$ cat config.mk
export PLATFORM = sky130hd
export DESIGN_NAME = tdsp_top
export DESIGN_NICKNAME = d
export VERILOG_FILES = /design/src/hdl/tdsp_pkg.sv /design/src/hdl/tdsp_top.sv
export SDC_FILE = /design/constraint.sdc
export NUM_CORES = 1
export LEC_CHECK = 0
export BUFFER_PORTS_ARGS = -buffer_cell sky130_fd_sc_hd__buf_2
export CELL_PAD_IN_SITES_DETAIL_PLACEMENT = 0
export CELL_PAD_IN_SITES_GLOBAL_PLACEMENT = 1
export CORE_ASPECT_RATIO = 2
export CORE_UTILIZATION = 35
export DETAILED_ROUTE_END_ITERATION = 12
export PLACE_DENSITY_LB_ADDON = 0.1
export SYNTH_ARGS = -nofsm -noshare
export SYNTH_HDL_FRONTEND = slang
export SYNTH_SLANG_ARGS = --single-unit
export TNS_END_PERCENT = 30
$ cat constraint.sdc
create_clock -name clk_in -period 8.5 [get_ports clk_in]
set_input_delay 0.425 -clock clk_in [delete_from_list [all_inputs] [get_ports clk_in]]
set_output_delay 0.425 -clock clk_in [all_outputs]
set_load 0.03 [all_outputs]
$ cat src/hdl/tdsp_pkg.sv
/*
  Shared constants and types for the timer-driven asynchronous serial port.
  Assumes a single 100 MHz clock that also stands in for the crystal.
*/
package tdsp_pkg;
  // Time base: the bit time counter advances once per TICK_DIV * PRESCALE clocks.
  localparam int CRYSTAL_HZ = 100_000_000;
  localparam int BAUD = 9600;
  localparam int PRESCALE = 1;
  localparam int TICK_DIV = 4;
  localparam int TICK_CYCLES = TICK_DIV * PRESCALE;
  localparam logic [15:0] BIT_INC_RST = 16'(CRYSTAL_HZ / (TICK_DIV * BAUD * PRESCALE));
  localparam logic [15:0] SAMPLE_RST = 16'h0064;
  // Frame shape.
  localparam int DATA_BITS = 7;
  localparam int MAX_SHIFT = 16;
  localparam logic [4:0] SHIFT_CYCLES = 5'h09;
  localparam int MSG_BYTES = 4;
  // Register byte addresses.
  localparam logic [7:0] ADDR_CTRL = 8'h00;
  localparam logic [7:0] ADDR_STATUS = 8'h04;
  localparam logic [7:0] ADDR_TXDATA = 8'h08;
  localparam logic [7:0] ADDR_RXDATA = 8'h0C;
  localparam logic [7:0] ADDR_TIMING = 8'h10;
  // Field positions.
  localparam int CTRL_GO = 0;
  localparam int CTRL_RXEN = 1;
  localparam int CTRL_MAJ = 2;
  localparam int ST_TXBUSY = 0;
  localparam int ST_RXBUSY = 1;
  localparam int ST_PERR = 2;
  localparam int ST_FERR = 3;
  localparam int ST_RXDONE = 4;
  localparam int ST_RXCNT = 8;
  localparam logic [1:0] RESP_OKAY = 2'h0;
  localparam logic [1:0] RESP_SLVERR = 2'h2;

  typedef enum logic [1:0] {
    TX_IDLE = 2'h0,
    TX_SHIFT = 2'h1,
    TX_DONE = 2'h3
  } tdsp_tx_state_t;

  typedef enum logic [1:0] {
    RX_CAPTURE = 2'h0,
    RX_COMPARE = 2'h1,
    RX_MAJ2 = 2'h3,
    RX_MAJ3 = 2'h2
  } tdsp_rx_state_t;

  typedef struct packed {
    logic rx_en;
    logic majority;
    logic [15:0] bit_inc;
    logic [15:0] sample_interval;
  } tdsp_cfg_t;
endpackage

$ cat src/hdl/tdsp_top.sv
/*
  Timer-driven asynchronous serial port with an AXI4-Lite register slave.
  Assumes rx_pin_in arrives from a line driver, asynchronous to clk_in.
*/
// Design decisions made here: the address map and register access over AXI4-Lite.
// Notes on behaviour
// RL1 - Frame is start bit, 7 data bits, parity, stop: ten bit periods.
// RL2 - Link runs at 9600 bit/s with odd parity over data and parity.
// RL3 - Transmitter drives pin low as start bit before any data bit.
// RL4 - Transmit compare increment is crystal over four times baud times prescale.
// RL5 - Each transmit compare match shifts the next bit onto the pin.
// RL6 - Shifter sends 7 data bits, parity, then a high stop bit.
// RL7 - Transmit shifter holds at most 16 bits per transfer.
// RL8 - One character takes 9 shift cycles plus one completion event.
// RL9 - Transmit data is right-justified and sent least significant bit first.
// RL10 - Completion event follows the stop bit on the transmit compare channel.
// RL11 - After completion: load byte, count 9, start bit, first bit one period later.
// RL12 - Transmit sends a 4-byte message, reloading between bytes.
// RL13 - Idle receiver captures falling edges; a start edge begins reception.
// RL14 - Start edge switches to compare mode, first compare 1.5 bit periods later.
// RL15 - Each receive cycle samples the pin and shifts it in, one period apart.
// RL16 - Majority mode takes a second sample, and a deciding third on disagreement.
// RL17 - Spacing between majority samples comes from a programmable sample interval.
// RL18 - One received character takes nine sample cycles and two events.
// RL19 - Channel mode tells start edge (capture) from completion (compare).
// RL20 - On completion check parity and framing, then store the word.
// RL21 - After storing, the receive channel returns to falling-edge capture.
// RL22 - Receiver accepts a 4-byte message, rearming after each character.
// RL23 - Transmit line idles high between characters.
`timescale 1ns/1ps
module tdsp_top (
  // Clock and reset.
  input wire logic clk_in,
  input wire logic reset_in,
  // AXI4-Lite write address and data.
  input wire logic axi_awvalid_in,
  output logic axi_awready_out,
  input wire logic [7:0] axi_awaddr_in,
  input wire logic axi_wvalid_in,
  output logic axi_wready_out,
  input wire logic [31:0] axi_wdata_in,
  input wire logic [3:0] axi_wstrb_in,
  // AXI4-Lite write response.
  output logic axi_bvalid_out,
  input wire logic axi_bready_in,
  output logic [1:0] axi_bresp_out,
  // AXI4-Lite read.
  input wire logic axi_arvalid_in,
  output logic axi_arready_out,
  input wire logic [7:0] axi_araddr_in,
  output logic axi_rvalid_out,
  input wire logic axi_rready_in,
  output logic [31:0] axi_rdata_out,
  output logic [1:0] axi_rresp_out,
  // Serial pins.
  input wire logic rx_pin_in,
  output logic tx_pin_out
);
  tdsp_pkg::tdsp_cfg_t cfg_q;
  tdsp_pkg::tdsp_tx_state_t tx_state_q;
  tdsp_pkg::tdsp_rx_state_t rx_state_q;
  logic [31:0] txdata_q;
  logic [31:0] rxdata_q;
  logic [2:0] presc_q;
  logic tick;
  logic [15:0] timer_q;
  logic aw_hold_q;
  logic w_hold_q;
  logic [7:0] awaddr_q;
  logic [31:0] wdata_q;
  logic [3:0] wstrb_q;
  logic bvalid_q;
  logic [1:0] bresp_q;
  logic rvalid_q;
  logic [31:0] rdata_q;
  logic [1:0] rresp_q;
  logic wr_en;
  logic wr_hit;
  logic [31:0] wmask;
  logic go;

  // Bit time counter: one tick every TICK_CYCLES clocks. // RL4
  always_ff @(posedge clk_in) begin
    if (reset_in) begin
      presc_q <= 3'h0;
      timer_q <= 16'h0000;
    end else begin
      presc_q <= tick ? 3'h0 : presc_q + 3'h1;
      if (tick) begin
        timer_q <= timer_q + 16'h0001;
      end
    end
  end
  assign tick = (presc_q == 3'(tdsp_pkg::TICK_CYCLES - 1));

  // Register slave. Address and data are held until both have arrived.
  assign axi_awready_out = !aw_hold_q;
  assign axi_wready_out = !w_hold_q;
  assign axi_arready_out = !rvalid_q;
  assign wr_en = aw_hold_q && w_hold_q && !bvalid_q;
  assign axi_bvalid_out = bvalid_q;
  assign axi_bresp_out = bresp_q;
  assign axi_rvalid_out = rvalid_q;
  assign axi_rdata_out = rdata_q;
  assign axi_rresp_out = rresp_q;

  always_comb begin
    for (int i = 0; i < 4; i++) begin
      wmask[i*8 +: 8] = {8{wstrb_q[i]}};
    end
    wr_hit = (awaddr_q == tdsp_pkg::ADDR_CTRL) || (awaddr_q == tdsp_pkg::ADDR_STATUS) ||
             (awaddr_q == tdsp_pkg::ADDR_TXDATA) || (awaddr_q == tdsp_pkg::ADDR_TIMING);
  end

  always_ff @(posedge clk_in) begin
    if (reset_in) begin
      aw_hold_q <= 1'b0;
      w_hold_q <= 1'b0;
      awaddr_q <= 8'h00;
      wdata_q <= 32'h0000_0000;
      wstrb_q <= 4'h0;
      bvalid_q <= 1'b0;
      bresp_q <= tdsp_pkg::RESP_OKAY;
    end else begin
      if (axi_awvalid_in && !aw_hold_q) begin
        aw_hold_q <= 1'b1;
        awaddr_q <= axi_awaddr_in;
      end
      if (axi_wvalid_in && !w_hold_q) begin
        w_hold_q <= 1'b1;
        wdata_q <= axi_wdata_in;
        wstrb_q <= axi_wstrb_in;
      end
      if (wr_en) begin
        aw_hold_q <= 1'b0;
        w_hold_q <= 1'b0;
        bvalid_q <= 1'b1;
        bresp_q <= wr_hit ? tdsp_pkg::RESP_OKAY : tdsp_pkg::RESP_SLVERR;
      end else if (bvalid_q && axi_bready_in) begin
        bvalid_q <= 1'b0;
      end
    end
  end

  assign go = wr_en && (awaddr_q == tdsp_pkg::ADDR_CTRL) && wstrb_q[0] &&
              wdata_q[tdsp_pkg::CTRL_GO];

  // Configuration and message registers; strobes pick the bytes written.
  always_ff @(posedge clk_in) begin
    if (reset_in) begin
      cfg_q.rx_en <= 1'b0;
      cfg_q.majority <= 1'b0;
      cfg_q.bit_inc <= tdsp_pkg::BIT_INC_RST;
      cfg_q.sample_interval <= tdsp_pkg::SAMPLE_RST;
      txdata_q <= 32'h0000_0000;
    end else if (wr_en) begin
      if (awaddr_q == tdsp_pkg::ADDR_CTRL && wstrb_q[0]) begin
        cfg_q.rx_en <= wdata_q[tdsp_pkg::CTRL_RXEN];
        cfg_q.majority <= wdata_q[tdsp_pkg::CTRL_MAJ];
      end else if (awaddr_q == tdsp_pkg::ADDR_TXDATA) begin
        txdata_q <= (txdata_q & ~wmask) | (wdata_q & wmask);
      end else if (awaddr_q == tdsp_pkg::ADDR_TIMING) begin
        {cfg_q.sample_interval, cfg_q.bit_inc} <=
          ({cfg_q.sample_interval, cfg_q.bit_inc} & ~wmask) | (wdata_q & wmask);
      end
    end
  end

  // Transmitter.
  logic [tdsp_pkg::MAX_SHIFT-1:0] tx_shift_word_q; // RL7
  logic [4:0] tx_cnt_q;
  logic [1:0] tx_idx_q;
  logic [15:0] tx_cmp_q;
  logic tx_match;
  logic [tdsp_pkg::DATA_BITS-1:0] tx_next_data;

  assign tx_match = tick && (timer_q == tx_cmp_q);
  assign tx_next_data = txdata_q[{tx_idx_q + 2'h1, 3'h0} +: tdsp_pkg::DATA_BITS];

  // Right-justified shift word: data, odd parity, stop bit. // RL1 RL2 RL9
  function automatic logic [tdsp_pkg::MAX_SHIFT-1:0] tx_frame(
    input logic [tdsp_pkg::DATA_BITS-1:0] data
  );
    tx_frame = {{(tdsp_pkg::MAX_SHIFT - tdsp_pkg::DATA_BITS - 2){1'b0}}, 1'b1, ~^data, data};
  endfunction

  always_ff @(posedge clk_in) begin
    if (reset_in) begin
      tx_state_q <= tdsp_pkg::TX_IDLE;
      tx_pin_out <= 1'b1;
      tx_shift_word_q <= 16'h0000;
      tx_cnt_q <= 5'h00;
      tx_idx_q <= 2'h0;
      tx_cmp_q <= 16'h0000;
    end else begin
      case (tx_state_q)
        tdsp_pkg::TX_IDLE: begin
          tx_pin_out <= 1'b1; // RL23
          if (go) begin
            tx_shift_word_q <= tx_frame(txdata_q[tdsp_pkg::DATA_BITS-1:0]);
            tx_cnt_q <= tdsp_pkg::SHIFT_CYCLES;
            tx_idx_q <= 2'h0;
            tx_pin_out <= 1'b0; // RL3
            tx_cmp_q <= timer_q + cfg_q.bit_inc; // RL4
            tx_state_q <= tdsp_pkg::TX_SHIFT;
          end
        end
        tdsp_pkg::TX_SHIFT: begin
          if (tx_match) begin
            tx_pin_out <= tx_shift_word_q[0]; // RL5 RL6 RL9
            tx_shift_word_q <= tx_shift_word_q >> 1;
            tx_cnt_q <= tx_cnt_q - 5'h01;
            tx_cmp_q <= tx_cmp_q + cfg_q.bit_inc;
            if (tx_cnt_q == 5'h01) begin
              tx_state_q <= tdsp_pkg::TX_DONE; // RL8
            end
          end
        end
        tdsp_pkg::TX_DONE: begin
          // The completion event lands one bit period after the stop bit went out.
          if (tx_match) begin // RL10
            if (tx_idx_q == 2'(tdsp_pkg::MSG_BYTES - 1)) begin // RL12
              tx_state_q <= tdsp_pkg::TX_IDLE;
              tx_pin_out <= 1'b1;
            end else begin
              tx_idx_q <= tx_idx_q + 2'h1;
              tx_shift_word_q <= tx_frame(tx_next_data); // RL11
              tx_cnt_q <= tdsp_pkg::SHIFT_CYCLES;
              tx_pin_out <= 1'b0;
              tx_cmp_q <= tx_cmp_q + cfg_q.bit_inc;
              tx_state_q <= tdsp_pkg::TX_SHIFT;
            end
          end
        end
        default: tx_state_q <= tdsp_pkg::TX_IDLE;
      endcase
    end
  end

  // Receiver. The first stage only feeds the second.
  logic rx_meta_q;
  logic rx_sync_q;
  logic rx_prev_q;
  logic rx_fall;
  logic [15:0] rx_channel_time_q;
  logic [8:0] rx_shift_word_q;
  logic [8:0] rx_word_next;
  logic [4:0] rx_cnt_q;
  logic [15:0] rx_samp_q;
  logic rx_first_q;
  logic rx_match;
  logic rx_shift;
  logic rx_bit;
  logic rx_complete;
  logic [1:0] rx_idx_q;
  logic perr_q;
  logic ferr_q;
  logic rxdone_q;
  logic perr_clr;
  logic ferr_clr;
  logic done_clr;

  always_ff @(posedge clk_in) begin
    if (reset_in) begin
      rx_meta_q <= 1'b1;
      rx_sync_q <= 1'b1;
      rx_prev_q <= 1'b1;
    end else begin
      rx_meta_q <= rx_pin_in;
      rx_sync_q <= rx_meta_q;
      rx_prev_q <= rx_sync_q;
    end
  end

  assign rx_fall = rx_prev_q && !rx_sync_q;
  assign rx_match = tick && (timer_q == rx_channel_time_q);
  assign rx_word_next = {rx_bit, rx_shift_word_q[8:1]};
  assign rx_complete = rx_shift && (rx_cnt_q == 5'h01);

  // Sample decision per bit, with an optional majority vote. // RL15 RL16 RL17
  always_comb begin
    rx_shift = 1'b0;
    rx_bit = rx_sync_q;
    case (rx_state_q)
      tdsp_pkg::RX_COMPARE: rx_shift = rx_match && !cfg_q.majority;
      tdsp_pkg::RX_MAJ2: begin
        rx_shift = tick && (rx_samp_q == 16'h0000) && (rx_sync_q == rx_first_q);
        rx_bit = rx_first_q;
      end
      tdsp_pkg::RX_MAJ3: rx_shift = tick && (rx_samp_q == 16'h0000);
      default: rx_shift = 1'b0;
    endcase
  end

  always_ff @(posedge clk_in) begin
    if (reset_in) begin
      rx_state_q <= tdsp_pkg::RX_CAPTURE;
      rx_channel_time_q <= 16'h0000;
      rx_shift_word_q <= 9'h000;
      rx_cnt_q <= 5'h00;
      rx_samp_q <= 16'h0000;
      rx_first_q <= 1'b0;
    end else begin
      case (rx_state_q)
        tdsp_pkg::RX_CAPTURE: begin
          if (cfg_q.rx_en && rx_fall) begin // RL13 RL19
            rx_channel_time_q <= timer_q + cfg_q.bit_inc + (cfg_q.bit_inc >> 1); // RL14
            rx_cnt_q <= tdsp_pkg::SHIFT_CYCLES; // RL18
            rx_state_q <= tdsp_pkg::RX_COMPARE;
          end
        end
        tdsp_pkg::RX_COMPARE: begin
          if (rx_match) begin
            rx_channel_time_q <= rx_channel_time_q + cfg_q.bit_inc; // RL15
            if (cfg_q.majority) begin
              rx_first_q <= rx_sync_q;
              rx_samp_q <= cfg_q.sample_interval;
              rx_state_q <= tdsp_pkg::RX_MAJ2;
            end
          end
        end
        tdsp_pkg::RX_MAJ2: begin
          if (tick) begin
            rx_samp_q <= rx_samp_q - 16'h0001;
            if (rx_samp_q == 16'h0000) begin
              rx_samp_q <= cfg_q.sample_interval;
              rx_state_q <= (rx_sync_q == rx_first_q) ? tdsp_pkg::RX_COMPARE :
                            tdsp_pkg::RX_MAJ3; // RL16
            end
          end
        end
        tdsp_pkg::RX_MAJ3: begin
          if (tick) begin
            rx_samp_q <= rx_samp_q - 16'h0001;
            if (rx_samp_q == 16'h0000) begin
              rx_state_q <= tdsp_pkg::RX_COMPARE;
            end
          end
        end
        default: rx_state_q <= tdsp_pkg::RX_CAPTURE;
      endcase
      if (rx_shift) begin
        rx_shift_word_q <= rx_word_next;
        rx_cnt_q <= rx_cnt_q - 5'h01;
      end
      if (rx_complete) begin
        rx_state_q <= tdsp_pkg::RX_CAPTURE; // RL21
      end
    end
  end

  assign perr_clr = wr_en && awaddr_q == tdsp_pkg::ADDR_STATUS && wdata_q[tdsp_pkg::ST_PERR];
  assign ferr_clr = wr_en && awaddr_q == tdsp_pkg::ADDR_STATUS && wdata_q[tdsp_pkg::ST_FERR];
  assign done_clr = wr_en && awaddr_q == tdsp_pkg::ADDR_STATUS && wdata_q[tdsp_pkg::ST_RXDONE];

  // Store and check each character; a new error wins over a clear. // RL20 RL22
  always_ff @(posedge clk_in) begin
    if (reset_in) begin
      rxdata_q <= 32'h0000_0000;
      rx_idx_q <= 2'h0;
      perr_q <= 1'b0;
      ferr_q <= 1'b0;
      rxdone_q <= 1'b0;
    end else begin
      perr_q <= (perr_q && !perr_clr) || (rx_complete && !(^rx_word_next[7:0]));
      ferr_q <= (ferr_q && !ferr_clr) || (rx_complete && !rx_word_next[8]);
      rxdone_q <= (rxdone_q && !done_clr) ||
                  (rx_complete && rx_idx_q == 2'(tdsp_pkg::MSG_BYTES - 1));
      if (rx_complete) begin
        rxdata_q[{rx_idx_q, 3'h0} +: 8] <= rx_word_next[7:0];
        rx_idx_q <= rx_idx_q + 2'h1;
      end
    end
  end

  // Read path; unmapped addresses answer SLVERR with zero data.
  always_ff @(posedge clk_in) begin
    if (reset_in) begin
      rvalid_q <= 1'b0;
      rdata_q <= 32'h0000_0000;
      rresp_q <= tdsp_pkg::RESP_OKAY;
    end else if (axi_arvalid_in && !rvalid_q) begin
      rvalid_q <= 1'b1;
      rresp_q <= tdsp_pkg::RESP_OKAY;
      rdata_q <= 32'h0000_0000;
      if (axi_araddr_in == tdsp_pkg::ADDR_CTRL) begin
        rdata_q[tdsp_pkg::CTRL_RXEN] <= cfg_q.rx_en;
        rdata_q[tdsp_pkg::CTRL_MAJ] <= cfg_q.majority;
      end else if (axi_araddr_in == tdsp_pkg::ADDR_STATUS) begin
        rdata_q[tdsp_pkg::ST_TXBUSY] <= tx_state_q != tdsp_pkg::TX_IDLE;
        rdata_q[tdsp_pkg::ST_RXBUSY] <= rx_state_q != tdsp_pkg::RX_CAPTURE;
        rdata_q[tdsp_pkg::ST_PERR] <= perr_q;
        rdata_q[tdsp_pkg::ST_FERR] <= ferr_q;
        rdata_q[tdsp_pkg::ST_RXDONE] <= rxdone_q;
        rdata_q[tdsp_pkg::ST_RXCNT +: 2] <= rx_idx_q;
      end else if (axi_araddr_in == tdsp_pkg::ADDR_TXDATA) begin
        rdata_q <= txdata_q;
      end else if (axi_araddr_in == tdsp_pkg::ADDR_RXDATA) begin
        rdata_q <= rxdata_q;
      end else if (axi_araddr_in == tdsp_pkg::ADDR_TIMING) begin
        rdata_q <= {cfg_q.sample_interval, cfg_q.bit_inc};
      end else begin
        rresp_q <= tdsp_pkg::RESP_SLVERR;
      end
    end else if (rvalid_q && axi_rready_in) begin
      rvalid_q <= 1'b0;
    end
  end
endmodule

==> metrics.yaml <==
worstPathArrival_ns: 4.67
core_mm2: 0.0445
dp_slack_ns: 4.46
clk_pin_slew_worst_paths_ns: 0.08
r2r_end: "rx_channel_time_q[15]"
drt-met1-wl_um: 20400
grt_pass1_vias: 14300
final_cell_mix: "nand2_1 (325), dfxtp_1 (290), a21oi_1 (194)"
grt-ovfl-total: 0
holdPathStages: 2
cts_buffers: 30
irDropWorstVdd_mv: 0.170
syn_to_final_growth_pct: 12.2
drtAntennaViolNets: 0
synth_simple_gate_area_share_pct: 21.9
place.gp.congestion: 0.913
ys_seq_area_share_pct: 36.7
drt_iter0_drc: 667
worstHoldEndpoint: "aw_hold_q"
worst-setup-path-type: "flip-flop to flip-flop"
drc: 4
antenna_found_initial: 1
hold_path_class: "input pin to flip-flop"
die_y_um: 303
grt_use_total_pct: 25.3
synth_xor_area_share_pct: 6.25
ioPinCount: 102
synth_top_family_by_area: "simple AND/OR/NAND/NOR gates"
met2_length_um: 31300
dr_total_vias: 14400
postSynthAreaPerCell_um2: 7.97
grt_max_degree: 112
fill_cells: 4688
synth_edf_count: 0
max_cap_viol_count: 0
crit_path_max_fanout: 7
first_pass_iters: 9
startpoint_type: "flip-flop"
clkLatencyLatePin_ns: 0.61
period_share_pct: 48.7
r2r_setup_slack_ns: 4.36
worst_hold_startpoint: "axi_awvalid_in"
syn_inst: 1986
rr_worst_depth: 14
p_leak_nw: 6.74
top_layer_used: "met5"
slew_violations: 0
holdBufCountCts: 1
yosysUniqueCellTypes: 75
required_ns: 9.03
skew_ns: 0.0312
routed_via_density: 5.56
ys_ff_latch: 290
io_buffers: 99
hold_viol: 0
wl_per_cell_um: 22.6
synth_compound_area_share_pct: 18.9
antenna_cells: 0
post-cts-setup-buffers: 0
rows: 109
cts-resized-gates: 0
wl_met3_um: 2030
worst_pin_slew_ns: 1.17
setup_viol: 0
synth_mux_area_share_pct: 5.65
clock_path_buffers: 3
rsz0062_at_grt: "no"
fmax_mhz: 242
dieArea_mm2: 0.0461
synthFlopType: "dfxtp_1"
nNetsFinal: 2154
max_slew_margin_pct: 22.0
grt_first_pass_wirelength_um: 87500
yosys.area_share.adder_pct: 6.59
p_total_mw: 3.09
timing.final.ws_setup_ns: 4.36
end_kind: "flip-flop"
yosys_warnings: 0
status: "finished, violations left"
final_common_cell: "nand2_1"
cts_tree: "yes"
period_needed_ns: 4.14
cts-root-buf: "clkbuf_16"
violations: "DRC"
async_flop_share_pct: 0
initial_core_util_pct: 35.6
clock_sinks: 290
fp.dieW_um: 152
drive_above_1_share_pct: 10.4
fin_tns_setup_ns: 0
cts-htree-levels: 1
hold_ws_ns: 0.0323
hpwl_um: 43700
netlist_area_mm2: 0.0158
powerDensity_mw_per_mm2: 174
routed_wl_um: 58500
[layout make-up]
class	count	area (um2)	area share (%)
clock buffer	42	886	4.99
clock inverter	13	179	1.01
inverter	39	146	0.824
multi-input combinational	1535	9410	53.0
sequential	290	5810	32.7
tap	555	694	3.91
timing repair buffer	117	642	3.61
[metal layers]
layer | up-vias | track usage [%]
li1 | 7047 | -
met1 | 6800 | 23.9
met2 | 408 | 49.9
met3 | 154 | 2.47
met4 | 2 | 19.5
met5 | - | 0
[worst max-delay path: stages, from the launching register on]
cell      delay (ns)
dfxtp_1         0.60
ha_1            0.39
a21o_1          0.23
a221oi_1        0.42
a21oi_1         0.21
a41oi_1         0.30
a21oi_1         0.12
xor2_1          0.17
ha_1            0.26
nor4_1          0.28
o21ai_0         0.18
a31oi_1         0.30
nor3_1          0.07
or4_1           0.41
nor2_1          0.11
[through the flow]
stage	util [%]	std cells	cell area [um2]
global route	40.0	2591	17800
finish	40.0	2591	17800
CTS	40.0	2591	17800
global placement	37.5	2535	16700
floorplan	-	1987	15800
detailed placement	37.5	2535	16700
[cells in the mapped netlist (14+ instances only)]
cell type	number	area (um2)
nand2_1	325	1220
dfxtp_1	290	5810
a21oi_1	194	971
nor2_1	176	661
nand3_1	128	641
clkbuf_1	106	398
o21ai_0	88	440
ha_1	77	963
xnor2_1	77	674
mux2i_1	68	681
o211ai_1	41	308
inv_1	38	143
nor3_1	37	185
xor2_1	36	315
a211oi_1	27	203
a22oi_1	25	188
a31oi_1	16	100
nand4_1	16	100
o21a_1	15	113
a21o_1	14	105
nor4_1	14	87.6
[logic make-up (layout without fill, tap and decap cells)]
logic type               after synthesis  after routing
buffers and inverters                162            211
multiplexers                          80             80
AO/OA/AOI/OAI                        483            483
adder cells (fa/ha/maj)               81             81
AND/OR/NAND/NOR                      776            776
flip-flops                           290            290
XOR/XNOR                             113            113
other                                  1              2
[worst max-delay path by stage]
stage,start,endpoint,slack [ns],depth (start not counted)
detailed placement,timer_q[0],rx_channel_time_q[15],4.46,15
global route,timer_q[0],rx_channel_time_q[15],4.14,15
finish,flip-flop,rx_channel_time_q[15],4.36,14
CTS,timer_q[0],rx_channel_time_q[15],4.40,15
floorplan,timer_q[0],rx_channel_time_q[15],4.93,15
global placement,timer_q[0],rx_channel_time_q[15],4.46,15
[report_power, final]
| part | internal [mW] | switching (mW) | leakage, nW | total [mW] |
|---|---|---|---|---|
| clock | 0.821 | 0.615 | 0.513 | 1.44 |
| combinational | 0.0750 | 0.156 | 3.88 | 0.231 |
| sequential | 1.39 | 0.0344 | 2.35 | 1.42 |
No activity file was read; power rests on OpenSTA's default activity.
